### src/amn_pkg.sv
package amn_pkg;
	// Addresses of the message buffer and of the acknowledge / priority word
	localparam logic [31:0] MSG_BUF_ADDR_PN0 = 32'hff000010;
	localparam logic [31:0] MSG_BUF_ADDR_PN1 = 32'hff000030;
	localparam logic [31:0] ACK_ADDR_PN0 = 32'hff000000;
	localparam logic [31:0] ACK_ADDR_PN1 = 32'hff000020;
	// Message buffer shape
	localparam int MSG_WORDS = 4;
	localparam int WORD_W = 32;
	localparam logic [1:0] LAST_BEAT = 2'h3;
	// Acknowledge / priority word layout
	localparam int PRIO_W = 5;
	localparam int PRIO_LSB = 16;
	localparam int PRIO_CHG_BIT = 3;
	localparam logic [31:0] ACK_WORD = 32'h00000004;
	localparam logic [2:0] ACK_LOW_PATTERN = 3'h4;
	// Interrupt control field that selects the notify function of the shared pin
	localparam logic [7:0] NOTIFY_SEL_VALUE = 8'h00;
	// Message type field in word 0 and the vector it carries
	localparam int MSG_TYPE_LSB = 24;
	localparam int MSG_VEC_LSB = 16;
	localparam logic [7:0] MSG_TYPE_VECTOR = 8'h40;
	localparam int VEC_PRIO_LSB = 3;
	// Sequencer states, one-hot
	typedef enum logic [4:0] {
		AMN_IDLE = 5'h01,
		AMN_READ = 5'h02,
		AMN_ACK = 5'h04,
		AMN_RELEASE = 5'h08,
		AMN_PRIO = 5'h10
	} amn_state_t;
endpackage : amn_pkg

### src/amn_msg_store.sv
`timescale 1ns/100ps
`default_nettype none
module amn_msg_store #(
	parameter int WORDS = amn_pkg::MSG_WORDS
) (
	// Clock and reset
	input wire logic sys_clk,
	input wire logic arst_n,
	// Loads from the bus burst
	input wire logic bus_load,
	input wire logic [1:0] bus_idx,
	input wire logic [amn_pkg::WORD_W-1:0] bus_word,
	// Load of a whole self-addressed message
	input wire logic self_load,
	input wire logic [WORDS-1:0][amn_pkg::WORD_W-1:0] self_words,
	// Stored message
	output logic [WORDS-1:0][amn_pkg::WORD_W-1:0] words_q
);
	import amn_pkg::*;

	////////////////////////////////////////////////////////////////////////
	// One register per word; a self message overwrites all words at once
	genvar gi;
	generate
		for (gi = 0; gi < WORDS; gi++) begin : g_word
			always_ff @(posedge sys_clk or negedge arst_n) begin
				if (!arst_n) begin
					words_q[gi] <= '0;
				end else if (self_load) begin
					words_q[gi] <= self_words[gi];
				end else if (bus_load && (bus_idx == 2'(gi))) begin
					words_q[gi] <= bus_word;
				end
			end
		end
	endgenerate
endmodule : amn_msg_store
`default_nettype wire

### src/amn_int_arb.sv
`timescale 1ns/100ps
`default_nettype none
module amn_int_arb (
	// Clock and reset
	input wire logic sys_clk,
	input wire logic arst_n,
	// Received message and current priority
	input wire logic msg_done,
	input wire logic [amn_pkg::WORD_W-1:0] msg_word0,
	input wire logic [amn_pkg::PRIO_W-1:0] cur_priority,
	// Interrupt dispatch
	output logic irq_take_q,
	output logic [7:0] irq_vector_q,
	output logic irq_posted_q
);
	import amn_pkg::*;

	logic is_vec;
	logic [7:0] vec;
	logic [PRIO_W-1:0] vec_prio;
	logic [7:0] post_vec_q;
	logic [PRIO_W-1:0] post_prio;

	// The vector's priority is its upper five bits
	assign is_vec = msg_done && (msg_word0[MSG_TYPE_LSB+:8] == MSG_TYPE_VECTOR);
	assign vec = msg_word0[MSG_VEC_LSB+:8];
	assign vec_prio = vec[VEC_PRIO_LSB+:PRIO_W];
	assign post_prio = post_vec_q[VEC_PRIO_LSB+:PRIO_W];

	////////////////////////////////////////////////////////////////////////
	// Take above current priority, else post; one posted slot, newest kept
	always_ff @(posedge sys_clk or negedge arst_n) begin
		if (!arst_n) begin
			irq_take_q <= 1'b0;
			irq_vector_q <= '0;
			irq_posted_q <= 1'b0;
			post_vec_q <= '0;
		end else begin
			irq_take_q <= 1'b0;
			if (is_vec && (vec_prio > cur_priority)) begin
				irq_take_q <= 1'b1;
				irq_vector_q <= vec;
			end else if (is_vec) begin
				irq_posted_q <= 1'b1;
				post_vec_q <= vec;
			end else if (irq_posted_q && (post_prio > cur_priority)) begin
				irq_take_q <= 1'b1;
				irq_vector_q <= post_vec_q;
				irq_posted_q <= 1'b0;
			end
		end
	end

	a_high_prio_taken: assert property (@(posedge sys_clk) disable iff (!arst_n)
		is_vec && (vec_prio > cur_priority) |=> irq_take_q && (irq_vector_q == $past(vec)))
		else $error("vector above current priority not taken");
	a_low_prio_posted: assert property (@(posedge sys_clk) disable iff (!arst_n)
		is_vec && (vec_prio <= cur_priority) |=> !irq_take_q && irq_posted_q)
		else $error("vector at or below current priority not posted");
endmodule : amn_int_arb
`default_nettype wire

### src/amn_top.sv
// Functional notes
// Notify asserted: suspend and burst-read the four message words.
// After the burst, write one acknowledge word, then perform the message.
// Buffer read at FF000010 for processor number 0, FF000030 for 1.
// System supplies a writable four-word 32-bit message buffer.
// Acknowledge and priority writes go to FF000000 or FF000020 by number.
// Notification logic raises notify on a message, holds it until acknowledged.
// Priority sits in bits 20..16, bit 3 set marks a priority change.
// External logic drops notify on a write whose low bits are 100.
// Decode uses bit 3 to tell priority writes from acknowledges.
// Reported priority is five bits, 0 to 31, the current priority.
// With write-priority enabled, update on switch, non-message interrupt, control change.
// With external messages enabled, update when a message changes priority.
// Notify is always serviced whatever the current priority.
// System may filter messages against the external priority register.
// A message to itself is handled internally, with no bus cycles.
// A message may carry a vector, handled like a hardwired interrupt.
// Interrupts above current priority are taken, others posted.
// Shared pin acts as notify when its interrupt control field is zero.
// Notify stays asserted through priority-only writes.
`timescale 1ns/100ps
`default_nettype none
module amn_top (
	// Clock and reset
	input wire logic sys_clk,
	input wire logic arst_n,
	// Shared interrupt pin and its configuration
	input wire logic direct_interrupt_zero_n,
	input wire logic [7:0] direct_interrupt_zero_field,
	input wire logic local_processor_number,
	// Core state and priority events
	input wire logic [amn_pkg::PRIO_W-1:0] cur_priority,
	input wire logic write_ext_priority_en,
	input wire logic ext_msg_en,
	input wire logic process_switch,
	input wire logic non_msg_interrupt,
	input wire logic modify_process_controls_instr,
	input wire logic msg_prio_changed,
	// Self-addressed message
	input wire logic self_msg_valid,
	input wire logic [amn_pkg::MSG_WORDS-1:0][amn_pkg::WORD_W-1:0] self_msg_words,
	output logic self_msg_ready_q,
	// Local bus master port
	output logic bus_req_q,
	output logic bus_write_q,
	output logic bus_burst4_q,
	output logic [31:0] bus_addr_q,
	output logic [31:0] bus_wdata_q,
	input wire logic bus_ready,
	input wire logic [31:0] bus_rdata,
	// Message delivery to the core
	output logic core_suspend_q,
	output logic msg_done_q,
	output logic [amn_pkg::MSG_WORDS-1:0][amn_pkg::WORD_W-1:0] msg_words_q,
	output logic irq_take_q,
	output logic [7:0] irq_vector_q,
	output logic irq_posted_q
);
	import amn_pkg::*;

	amn_state_t state_q, state_d;
	logic [1:0] beat_q;
	logic prio_pend_q;
	logic notify;
	logic beat;
	logic self_take;
	logic prio_event;

	// Address selection by processor number, used in three places
	function automatic logic [31:0] amn_pick(input logic pnum, input logic [31:0] a0, input logic [31:0] a1);
		amn_pick = pnum ? a1 : a0;
	endfunction : amn_pick

	// Priority report word: priority field plus the change flag, low bits clear
	function automatic logic [31:0] amn_prio_word(input logic [PRIO_W-1:0] prio);
		logic [31:0] w;
		w = '0;
		w[PRIO_LSB+:PRIO_W] = prio;
		w[PRIO_CHG_BIT] = 1'b1;
		amn_prio_word = w;
	endfunction : amn_prio_word

	////////////////////////////////////////////////////////////////////////
	// Event decode
	// The pin only means notify while its interrupt control field selects that use
	assign notify = (direct_interrupt_zero_field == NOTIFY_SEL_VALUE) && !direct_interrupt_zero_n;
	assign beat = bus_req_q && bus_ready;
	assign self_take = self_msg_valid && self_msg_ready_q && (state_q == AMN_IDLE);
	assign prio_event = (write_ext_priority_en && (process_switch || non_msg_interrupt
		|| modify_process_controls_instr)) || (ext_msg_en && msg_prio_changed);

	////////////////////////////////////////////////////////////////////////
	// Next state; notify wins over a waiting priority write, never masked
	always_comb begin
		state_d = state_q;
		case (state_q)
			AMN_IDLE: begin
				if (self_take) begin
					state_d = AMN_IDLE;
				end else if (notify) begin
					state_d = AMN_READ;
				end else if (prio_pend_q) begin
					state_d = AMN_PRIO;
				end
			end
			AMN_READ: begin
				if (beat && (beat_q == LAST_BEAT)) begin
					state_d = AMN_ACK;
				end
			end
			AMN_ACK: begin
				if (beat) begin
					state_d = AMN_RELEASE;
				end
			end
			AMN_RELEASE: begin
				// Waiting for the pin to drop keeps one message from being read twice
				if (!notify) begin
					state_d = AMN_IDLE;
				end
			end
			AMN_PRIO: begin
				if (beat) begin
					state_d = AMN_IDLE;
				end
			end
			default: begin
				state_d = AMN_IDLE;
			end
		endcase
	end

	////////////////////////////////////////////////////////////////////////
	// State and flags
	always_ff @(posedge sys_clk or negedge arst_n) begin
		if (!arst_n) begin
			state_q <= AMN_IDLE;
			self_msg_ready_q <= 1'b0;
			core_suspend_q <= 1'b0;
		end else begin
			state_q <= state_d;
			self_msg_ready_q <= (state_d == AMN_IDLE);
			core_suspend_q <= (state_d == AMN_READ) || (state_d == AMN_ACK);
		end
	end

	// Beat counter of the message burst
	always_ff @(posedge sys_clk or negedge arst_n) begin
		if (!arst_n) begin
			beat_q <= '0;
		end else if (state_q != AMN_READ) begin
			beat_q <= '0;
		end else if (beat) begin
			beat_q <= beat_q + 2'h1;
		end
	end

	// Pending priority update; a new event in the issue cycle wins over the clear
	always_ff @(posedge sys_clk or negedge arst_n) begin
		if (!arst_n) begin
			prio_pend_q <= 1'b0;
		end else if (prio_event) begin
			prio_pend_q <= 1'b1;
		end else if ((state_q == AMN_IDLE) && (state_d == AMN_PRIO)) begin
			prio_pend_q <= 1'b0;
		end
	end

	////////////////////////////////////////////////////////////////////////
	// Bus request; the priority value is sampled when the write is issued
	always_ff @(posedge sys_clk or negedge arst_n) begin
		if (!arst_n) begin
			bus_req_q <= 1'b0;
			bus_write_q <= 1'b0;
			bus_burst4_q <= 1'b0;
			bus_addr_q <= '0;
			bus_wdata_q <= '0;
		end else begin
			case (state_q)
				AMN_IDLE: begin
					if (state_d == AMN_READ) begin
						bus_req_q <= 1'b1;
						bus_write_q <= 1'b0;
						bus_burst4_q <= 1'b1;
						bus_addr_q <= amn_pick(local_processor_number, MSG_BUF_ADDR_PN0, MSG_BUF_ADDR_PN1);
					end else if (state_d == AMN_PRIO) begin
						bus_req_q <= 1'b1;
						bus_write_q <= 1'b1;
						bus_burst4_q <= 1'b0;
						bus_addr_q <= amn_pick(local_processor_number, ACK_ADDR_PN0, ACK_ADDR_PN1);
						bus_wdata_q <= amn_prio_word(cur_priority);
					end
				end
				AMN_READ: begin
					if (state_d == AMN_ACK) begin
						bus_write_q <= 1'b1;
						bus_burst4_q <= 1'b0;
						bus_addr_q <= amn_pick(local_processor_number, ACK_ADDR_PN0, ACK_ADDR_PN1);
						bus_wdata_q <= ACK_WORD;
					end
				end
				AMN_ACK, AMN_PRIO: begin
					if (beat) begin
						bus_req_q <= 1'b0;
						bus_write_q <= 1'b0;
					end
				end
				default: begin
					bus_req_q <= 1'b0;
				end
			endcase
		end
	end

	// Message hand-off once acknowledged, or at once for a self message
	always_ff @(posedge sys_clk or negedge arst_n) begin
		if (!arst_n) begin
			msg_done_q <= 1'b0;
		end else begin
			msg_done_q <= ((state_q == AMN_ACK) && beat) || self_take;
		end
	end

	////////////////////////////////////////////////////////////////////////
	// Message storage and vector dispatch
	amn_msg_store #(
		.WORDS(MSG_WORDS)
	) u_store (
		.sys_clk(sys_clk),
		.arst_n(arst_n),
		.bus_load((state_q == AMN_READ) && beat),
		.bus_idx(beat_q),
		.bus_word(bus_rdata),
		.self_load(self_take),
		.self_words(self_msg_words),
		.words_q(msg_words_q)
	);

	amn_int_arb u_arb (
		.sys_clk(sys_clk),
		.arst_n(arst_n),
		.msg_done(msg_done_q),
		.msg_word0(msg_words_q[0]),
		.cur_priority(cur_priority),
		.irq_take_q(irq_take_q),
		.irq_vector_q(irq_vector_q),
		.irq_posted_q(irq_posted_q)
	);

	////////////////////////////////////////////////////////////////////////
	// Checks
	// The address checks assume the processor number stays steady while a transfer runs
	a_notify_starts_read: assert property (@(posedge sys_clk) disable iff (!arst_n)
		(state_q == AMN_IDLE) && notify && !self_take |=> (state_q == AMN_READ) && bus_req_q && !bus_write_q
		&& bus_burst4_q && core_suspend_q)
		else $error("notify did not start a four-word read");
	a_read_addr_pnum: assert property (@(posedge sys_clk) disable iff (!arst_n)
		(state_q == AMN_READ) |-> bus_addr_q == (local_processor_number ? MSG_BUF_ADDR_PN1 : MSG_BUF_ADDR_PN0))
		else $error("message buffer address wrong");
	a_ack_after_read: assert property (@(posedge sys_clk) disable iff (!arst_n)
		(state_q == AMN_READ) && beat && (beat_q == LAST_BEAT) |=> (state_q == AMN_ACK) && bus_req_q
		&& bus_write_q && !bus_burst4_q && (bus_wdata_q[2:0] == ACK_LOW_PATTERN) && !bus_wdata_q[PRIO_CHG_BIT])
		else $error("acknowledge did not follow burst");
	a_write_addr_pnum: assert property (@(posedge sys_clk) disable iff (!arst_n)
		bus_req_q && bus_write_q |-> bus_addr_q == (local_processor_number ? ACK_ADDR_PN1 : ACK_ADDR_PN0))
		else $error("acknowledge address wrong");
	a_prio_word_fmt: assert property (@(posedge sys_clk) disable iff (!arst_n)
		(state_q == AMN_PRIO) |-> bus_wdata_q[PRIO_CHG_BIT] && (bus_wdata_q[2:0] == 3'h0)
		&& (bus_wdata_q[31:21] == 11'h000) && (bus_wdata_q[15:4] == 12'h000))
		else $error("priority word format wrong");
	a_prio_value: assert property (@(posedge sys_clk) disable iff (!arst_n)
		(state_q == AMN_IDLE) && (state_d == AMN_PRIO) |=> bus_wdata_q[PRIO_LSB+:PRIO_W] == $past(cur_priority))
		else $error("reported priority differs");
	a_prio_event_kept: assert property (@(posedge sys_clk) disable iff (!arst_n)
		write_ext_priority_en && process_switch |=> prio_pend_q)
		else $error("priority update lost");
	a_msg_prio_kept: assert property (@(posedge sys_clk) disable iff (!arst_n)
		ext_msg_en && msg_prio_changed && (state_q == AMN_IDLE) && !notify |=> prio_pend_q
		##1 ((state_q == AMN_PRIO) || notify || (state_q != AMN_IDLE)))
		else $error("message priority change not reported");
	a_self_no_bus: assert property (@(posedge sys_clk) disable iff (!arst_n)
		self_take |=> !bus_req_q && msg_done_q && (state_q == AMN_IDLE))
		else $error("self message used the bus");
	a_shared_pin_sel: assert property (@(posedge sys_clk) disable iff (!arst_n)
		(state_q == AMN_IDLE) && (direct_interrupt_zero_field != NOTIFY_SEL_VALUE) && !prio_pend_q
		|=> (state_q == AMN_IDLE))
		else $error("pin used as notify while configured otherwise");
	a_done_after_ack: assert property (@(posedge sys_clk) disable iff (!arst_n)
		(state_q == AMN_ACK) && beat |=> msg_done_q && !bus_req_q ##1 !msg_done_q)
		else $error("message hand-off missing after acknowledge");
	// Priority never masks the notify pin, even at the top level of 31
	a_notify_any_prio: assert property (@(posedge sys_clk) disable iff (!arst_n)
		(state_q == AMN_IDLE) && notify && !self_take && (cur_priority == 5'h1f) |=> (state_q == AMN_READ))
		else $error("notify not serviced at top priority");
	a_suspend_span: assert property (@(posedge sys_clk) disable iff (!arst_n)
		core_suspend_q == ((state_q == AMN_READ) || (state_q == AMN_ACK)))
		else $error("core suspend outside the fetch");
	a_release_quiet: assert property (@(posedge sys_clk) disable iff (!arst_n)
		(state_q == AMN_RELEASE) |-> !bus_req_q && !core_suspend_q)
		else $error("bus busy after the acknowledge");
	a_self_ready_idle: assert property (@(posedge sys_clk) disable iff (!arst_n)
		self_msg_ready_q |-> (state_q == AMN_IDLE))
		else $error("self message ready while busy");
endmodule : amn_top
`default_nettype wire

### config.mk
export PLATFORM = sky130hd
export DESIGN_NAME = amn_top
export DESIGN_NICKNAME = d
export VERILOG_FILES = /design/src/amn_pkg.sv /design/src/amn_msg_store.sv /design/src/amn_int_arb.sv /design/src/amn_top.sv
export SDC_FILE = /design/constraint.sdc
export NUM_CORES = 1
export LEC_CHECK = 0
export BUFFER_PORTS_ARGS = -buffer_cell sky130_fd_sc_hd__buf_2
export CAP_MARGIN = 20
export CORE_ASPECT_RATIO = 0.6
export CORE_MARGIN = 8
export CORE_UTILIZATION = 47
export CTS_BUF_LIST = sky130_fd_sc_hd__clkbuf_16
export CTS_CLUSTER_SIZE = 24
export DETAILED_ROUTE_END_ITERATION = 8
export GPL_TIMING_DRIVEN = 0
export PLACE_DENSITY = 0.91
export SYNTH_ARGS = -nofsm -noshare
export SYNTH_HDL_FRONTEND = slang
export SYNTH_SLANG_ARGS = --single-unit
### constraint.sdc
create_clock -name sys_clk -period 2.6 [get_ports sys_clk]
set_input_delay 0.39 -clock sys_clk [delete_from_list [all_inputs] [get_ports sys_clk]]
set_output_delay 0.39 -clock sys_clk [all_outputs]
set_load 0.02 [all_outputs]
==> impl_metrics.csv, run 1 <==
group,metric,value,unit
grt,first_global_vias,8370,
floorplan,fp.dieW,186,um
cells_and_area,syn_to_final_growth,35.2,%
power,power_density,1230,nW/um^2
setup_path,crit_chain,"nor4_4 > nand4_1 > buf_2 > nand2_2 > buf_2 > a21oi_1",
cells_and_area,fin_cells,1526,
detailed_routing,viasPerCell,5.41,
detailed_routing,first_iter_violations,865,
detailed_routing,ant_nets,0,
synth,synthCells,864,
clock_tree,clockBufferDepth,2,
setup_path,critical_path.startpoint_type,"flip-flop",
sta,fin_skew,0.0155,ns
clock_tree,cts_inserted_buffers,17,
floorplan,die-area,21900,um^2
synth,ys_top_cells_by_area,"dfrtp_1 52%, a21oi_1 16%, nor2_1 6.2%",
power,power,13.5,mW
setup_path,cpPeakStageDelay,0.49,ns
setup_path,worstSetupPathType,"reg -> reg",
cells_and_area,drive_above_1_share,39.7,%
clock_tree,cts_root_buf,"clkbuf_16",
synth,synthFlopType,"dfrtp_1",
synth,synthDistinctLibCells,56,
sta,setup_slack,0.304,ns
sta,relSlewSlack,52.6,%
power,leakage,5.52,nW
floorplan,core_area,17000,um^2
detailed_routing,drt_first_pass_iters,6,
clock_tree,clk_latency,0.41,ns
cells_and_area,fin_nets,1475,
placement,place.gp.congestion,0.933,
synth,synth_top_cells_by_count,"264 x a21oi_1, 168 x dfrtp_1, 134 x nor2_1",
detailed_routing,wl_per_cell,21.1,um
grt,grt_usage,28.3,%
sta,finalMaxSlewViolations,0,
sta,worst_slew_pin_slew,0.711,ns
setup_path,timing.rr.start,"state_q[1]",
cells_and_area,post-route-util,64.6,%
floorplan,ios,393,
detailed_routing,routed-via-count,8259,
cells_and_area,design_area,11000,um^2
placement,place_hpwl,24.8,mm
setup_path,crit_start,"state_q[1]",
clock_tree,postCtsSetupBuffers,0,
synth,syn_area_per_cell,9.42,um^2
sta,fin_setup_tns,0,ns
detailed_routing,drc,0,
sta,rsz0062_at_grt,"no",
grt,antenna_found_initial,3,
sta,setup_viol_count_final,0,
placement,postPlaceCellArea,10400,um^2
setup_path,critPathTopFamily,"simple AND/OR/NAND/NOR gates",
power,ir_drop,0.000670,V
setup_path,worst_ep_arrival_time,2.56,ns
synth,yosysSeqAreaShare,52.0,%
synth,ys_ff_latch,169,
synth,yosysTopAreaCellShare,51.6,%
synth,ys_async_sr_fraction,100,%
floorplan,rows,37,
grt,grt_overflow_total,0,
grt,grt_max_degree,90,
cells_and_area,fill_cells,1454,
synth,netlist_area,8140,um^2
sta,hold_violations,0,
placement,place_ws,0.284,ns
clock_tree,cts_tree,"yes",
sta,min_period,2.30,ns
hold_path,worstHoldStart,"local_processor_number",
setup_path,worst_setup_path_end_kind,"flip-flop",
setup_path,cp_max_fo,10,
setup_path,cp_common_cell,"buf_2",
clock_tree,clkTransAtPathRegs,0.07,ns
outcome,status,"complete, no violations",
setup_path,cpMaxStageDelayCell,"dfrtp_1",
setup_path,critPathRequiredTime,2.87,ns
hold_path,hold_class,"in -> reg",
setup_path,crit_buf_inv,2,
placement,dp.cells,1490,
grt,grt_pass1_wl,48.0,mm
synth,yosys_warnings,0,
clock_tree,ctsHtreeMaxLevel,4,
flow_run,cap_violations,0,
sta,hold-worst-slack,0.214,ns
placement,io_buffer_count,345,
floorplan,initial_core_util,47.8,%
floorplan,die_y,118,um
clock_tree,cts_sinks,169,
sta,finalCritPeriodShare,88.3,%
sta,max_freq,436,MHz
synth,synth_edf_count,0,
synth,synth.most_common_cell,"a21oi_1",
detailed_routing,wirelength,32.2,mm
synth,synth_top_area_cell,"dfrtp_1",
[worst register-to-register path, stage by stage, from the launching register on]
cell	delay [ns]
dfrtp_1	0.49
nor4_4	0.37
nand4_1	0.20
buf_2	0.27
nand2_2	0.31
buf_2	0.40
a21oi_1	0.12
[report_power, final]
part / internal, mW / switching [mW] / leakage (nW)
sequential: 3.75 / 0.712 / 1.95
clock: 1.54 / 1.15 / 0.299
combinational: 2.08 / 4.27 / 3.27
total: 7.36 / 6.13 / 5.52
[cell type report]
cell class | count | area, um^2 | share of cell area, %
Antenna cell | 3 | 7.51 | 0.0682
Buffer | 105 | 727 | 6.61
Clock buffer | 17 | 425 | 3.87
Clock inverter | 15 | 190 | 1.73
Inverter | 16 | 60.1 | 0.546
Multi-Input combinational cell | 620 | 3300 | 30.0
Sequential cell | 169 | 4230 | 38.4
Tap cell | 234 | 293 | 2.66
Timing Repair Buffer | 347 | 1770 | 16.1
[cell families (layout without fill, tap and decap cells)]
logic type	count (synthesis)	count (layout)	share of synthesized area, %
AO/OA/AOI/OAI	312	312	20.3
AND/OR/NAND/NOR	234	234	14.2
flip-flops	169	169	52.0
buffers and inverters	121	500	9.67
adder cells (fa/ha/maj)	14	14	2.15
multiplexers	10	10	1.41
XOR/XNOR	3	3	0.323
other	1	50	0.0461
[path summary, 6_finish.rpt]
kind,endpoint,slack (ns),depth (start not counted)
max,u_store.words_q[50],0.30,6
min,bus_addr_q[5],0.21,2
max reg2reg,u_store.words_q[50],0.30,6
min reg2reg,bus_wdata_q[3],0.47,2
max in group asynchronous,u_store.words_q[6],1.16,3
min in group asynchronous,u_store.words_q[54],0.58,2
[cell usage in the layout (no fill, tap or decap), types with 8 or more instances in the layout]
master / synthesis / routed
buf_2: 29 / 373
a21oi_1: 264 / 264
dfrtp_1: 168 / 168
nor2_1: 134 / 134
buf_4: 63 / 63
conb_1: 1 / 47
and2_1: 25 / 25
nand2_1: 22 / 22
o21ai_0: 20 / 20
clkbuf_16: 0 / 17
inv_1: 15 / 16
ha_1: 14 / 14
and2_4: 10 / 10
nand3_1: 9 / 9
mux2_2: 8 / 8
buf_6: 8 / 8
[sequential cells by signal, summed over array words and instances (netlist names), 2 cells and up]
register / count
bus_wdata_q: 7
state_q: 5
bus_addr_q: 3
u_arb.irq_vector_q: 8
u_store.words_q: 128
u_arb.post_vec_q: 8
beat_q: 2
[per-layer routing]
| layer | vias to the layer above | share of wire (%) | GRT usage [%] |
|---|---|---|---|
| met5 | - | 0 | 0 |
| met4 | 0 | 2.5 | 9.14 |
| met3 | 65 | 11 | 7.83 |
| met2 | 530 | 48 | 46.8 |
| met1 | 3957 | 38 | 35.3 |
| li1 | 3707 | - | - |
[what timing repair did]
| action | 4_1_cts | 5_1_grt |
|---|---|---|
| hold buffers | 1 | 0 |
| resized for setup | 0 | 0 |
| endpoints found under the hold margin | 1 | 0 |
(Power assumes the default switching activity.)
==> run 2: changes to the inputs <==
CORE_UTILIZATION = 42   (was 47)
PLACE_DENSITY = 0.87   (was 0.91)
REMOVE_ABC_BUFFERS = 1   (was default)
clock period = 2 ns   (was 2.6 ns; I/O delays follow)
==> run 2 against run 1 <==
The run now ends with setup timing left. Clock power up 22%. Register-to-register slack worse by 0.33 ns. Non-clock buffer count down 41. Sequential power up 31%. Worst setup slack worse by 0.33 ns. Global-route usage down 6.1 points. Clock skew down 0.00066 ns. Critical path depth up 2. Combinational power up 46%. Die area up 11%.
==> impl_metrics.csv, run 2 (synthesized netlist as in run 1, its figures left out) <==
group,metric,value,unit
clock_tree,clkTransAtPathRegs,0.07,ns
grt,grt_usage,22.2,%
grt,grt_overflow_total,0,
grt,grt_max_degree,95,
power,internal_power,10.1,mW
detailed_routing,routed-via-count,8210,
clock_tree,cts_sinks,169,
sta,finalMaxSlewViolations,0,
floorplan,die_y,124,um
detailed_routing,wirelength,33.0,mm
sta,worst_slew_pin_slew,0.597,ns
sta,hold_violations,0,
cells_and_area,final_cell_mix,"344 x buf_2, 240 x a21oi_1, 162 x dfrtp_1",
cells_and_area,largest_reg_flops,128,
cells_and_area,syn_to_final_growth,40.8,%
cells_and_area,fin_nets,1439,
floorplan,rows,39,
setup_path,worstSetupPathType,"reg -> reg",
grt,antenna_found_initial,2,
power,power_density,1600,nW/um^2
outcome,status,"complete, but fails checks",
sta,max_freq,494,MHz
sta,fin_skew,0.0149,ns
floorplan,ios,393,
detailed_routing,viasPerCell,5.47,
setup_path,cpPeakStageDelay,0.46,ns
sta,relSlewSlack,60.2,%
flow_run,cap_violations,0,
clock_tree,cts_inserted_buffers,17,
setup_path,timing.rr.start,"state_q[1]",
sta,min_period,2.02,ns
detailed_routing,first_iter_violations,709,
power,combinationalPowerShare,50.3,%
cells_and_area,fill_cells,1528,
cells_and_area,drive_above_1_share,42.4,%
cells_and_area,mostFrequentLayoutCell,"buf_2",
floorplan,initial_core_util,42.8,%
setup_path,critical_path.startpoint_type,"flip-flop",
hold_path,hold_class,"in -> reg",
sta,setup_slack,-0.0238,ns
outcome,violations,"setup timing",
floorplan,die-area,24200,um^2
detailed_routing,wl_per_cell,22.0,um
cells_and_area,regMostFlops,"u_store.words_q",
setup_path,cpMaxStageDelayCell,"dfrtp_2",
floorplan,core_area,19000,um^2
cells_and_area,largestRegisters,"u_store.words_q x128, u_arb.irq_vector_q x8, u_arb.post_vec_q x8",
clock_tree,clockBufferDepth,2,
clock_tree,clk_latency,0.43,ns
grt,first_global_vias,7774,
setup_path,cp_max_fo,12,
setup_path,critPathRequiredTime,2.33,ns
power,ir_drop,0.00108,V
clock_tree,ctsHtreeMaxLevel,4,
sta,setup_viol_count_final,5,
placement,place_hpwl,21.4,mm
detailed_routing,drt_first_pass_iters,5,
clock_tree,cts_tree,"yes",
cells_and_area,post-route-util,60.2,%
detailed_routing,ant_nets,0,
setup_path,crit_chain,"nor4_4 > buf_4 > nand2_4 > nor2_4 > buf_12 > clkbuf_16 > a21oi_1 > a21oi_1",
hold_path,whs_endpoint,"bus_addr_q[5]",
setup_path,worst_setup_path_end_kind,"flip-flop",
sta,finalCritPeriodShare,101,%
setup_path,worst_ep_arrival_time,2.36,ns
clock_tree,cts_root_buf,"clkbuf_16",
hold_path,worstHoldStart,"local_processor_number",
sta,fin_setup_tns,-0.0753,ns
floorplan,fp.dieW,196,um
placement,io_buffer_count,345,
power,p_sw_share,45.1,%
placement,place.gp.congestion,0.916,
setup_path,rr_endpoint,"u_store.words_q[38]",
detailed_routing,drc,0,
setup_path,regToRegSetupSlack,-0.02,ns
setup_path,cp_common_cell,"a21oi_1",
power,leakage,5.49,nW
setup_path,reg2reg_depth,8,
hold_path,min_delay_path_depth,2,
power,seqPwrFrac,31.8,%
power,pwr-share-clk,17.9,%
power,p_sw,8.26,mW
grt,grt_pass1_wl,42.4,mm
run 2: repair_timing:
| item | 4_1_cts | 5_1_grt |
|---|---|---|
| pin swaps | 7 | 20 |
| gates cloned | 0 | 18 |
| hold buffers | 1 | 0 |
| setup buffers | 13 | 29 |
| endpoints found under the setup margin | 154 | 121 |
| gates resized for setup | 31 | 57 |
| endpoints found under the hold margin | 75 | 0 |
run 2: power groups by stage:
stage | logic [mW] | registers (mW) | clock network (mW)
after detailed placement | 7.73 | 5.82 | 0
after global routing | 9.85 | 5.98 | 3.46
final | 9.23 | 5.84 | 3.27
after global placement | 7.28 | 5.74 | 0
after floorplan | 2.89 | 7.45 | 0
after CTS | 7.99 | 5.79 | 3.32
run 2: final cells by class:
type / instances / area [um^2] / area share [%]
antenna: 2 / 5.00 / 0.0437
clock inverter: 15 / 151 / 1.32
multi-input combinational: 625 / 3640 / 31.8
inverter: 16 / 60.1 / 0.524
timing repair buffer: 411 / 2630 / 23.0
clock buffer: 17 / 425 / 3.71
sequential: 169 / 4240 / 37.0
tap: 246 / 308 / 2.69
run 2: metrics by stage:
stage | hold slack [ns] | cells | cell area (um^2) | worst slack, ns | total power, mW
after floorplan | 0.00441 | 805 | 7590 | -1.78 | 10.3
after global placement | 0.455 | 1396 | 9620 | -3.68 | 13.0
after detailed placement | 0.306 | 1406 | 9830 | -1.01 | 13.6
after CTS | 0.0942 | 1452 | 10700 | -0.0331 | 17.1
after global routing | 0.101 | 1501 | 11500 | -0.0670 | 19.3
final | 0.118 | 1501 | 11500 | -0.0238 | 18.3
run 2: layer usage:
metal | up-vias | track usage (%) | routed length [um]
li1 | 3654 | - | -
met4 | 0 | 8.58 | 1120
met3 | 75 | 8.07 | 3840
met5 | - | 0 | 0
met2 | 515 | 36.7 | 15500
met1 | 3966 | 26.7 | 12600
run 2: critical path, delay by kind of cell, from the launching register on:
family / cells / cell delay [ns]
simple gates: 3 / 0.64
buf+inv: 3 / 0.56
compound gates: 2 / 0.26
flops: 1 / 0.46
run 2: worst max-delay path by stage:
stage	from	end
final	state_q[1]	u_store.words_q[38]
after floorplan	state_q[1]	u_store.words_q[0]
after global routing	state_q[1]	u_store.words_q[38]
after global placement	state_q[3]	u_store.words_q[23]
after detailed placement	state_q[3]	u_store.words_q[36]
after CTS	state_q[4]	u_store.words_q[55]
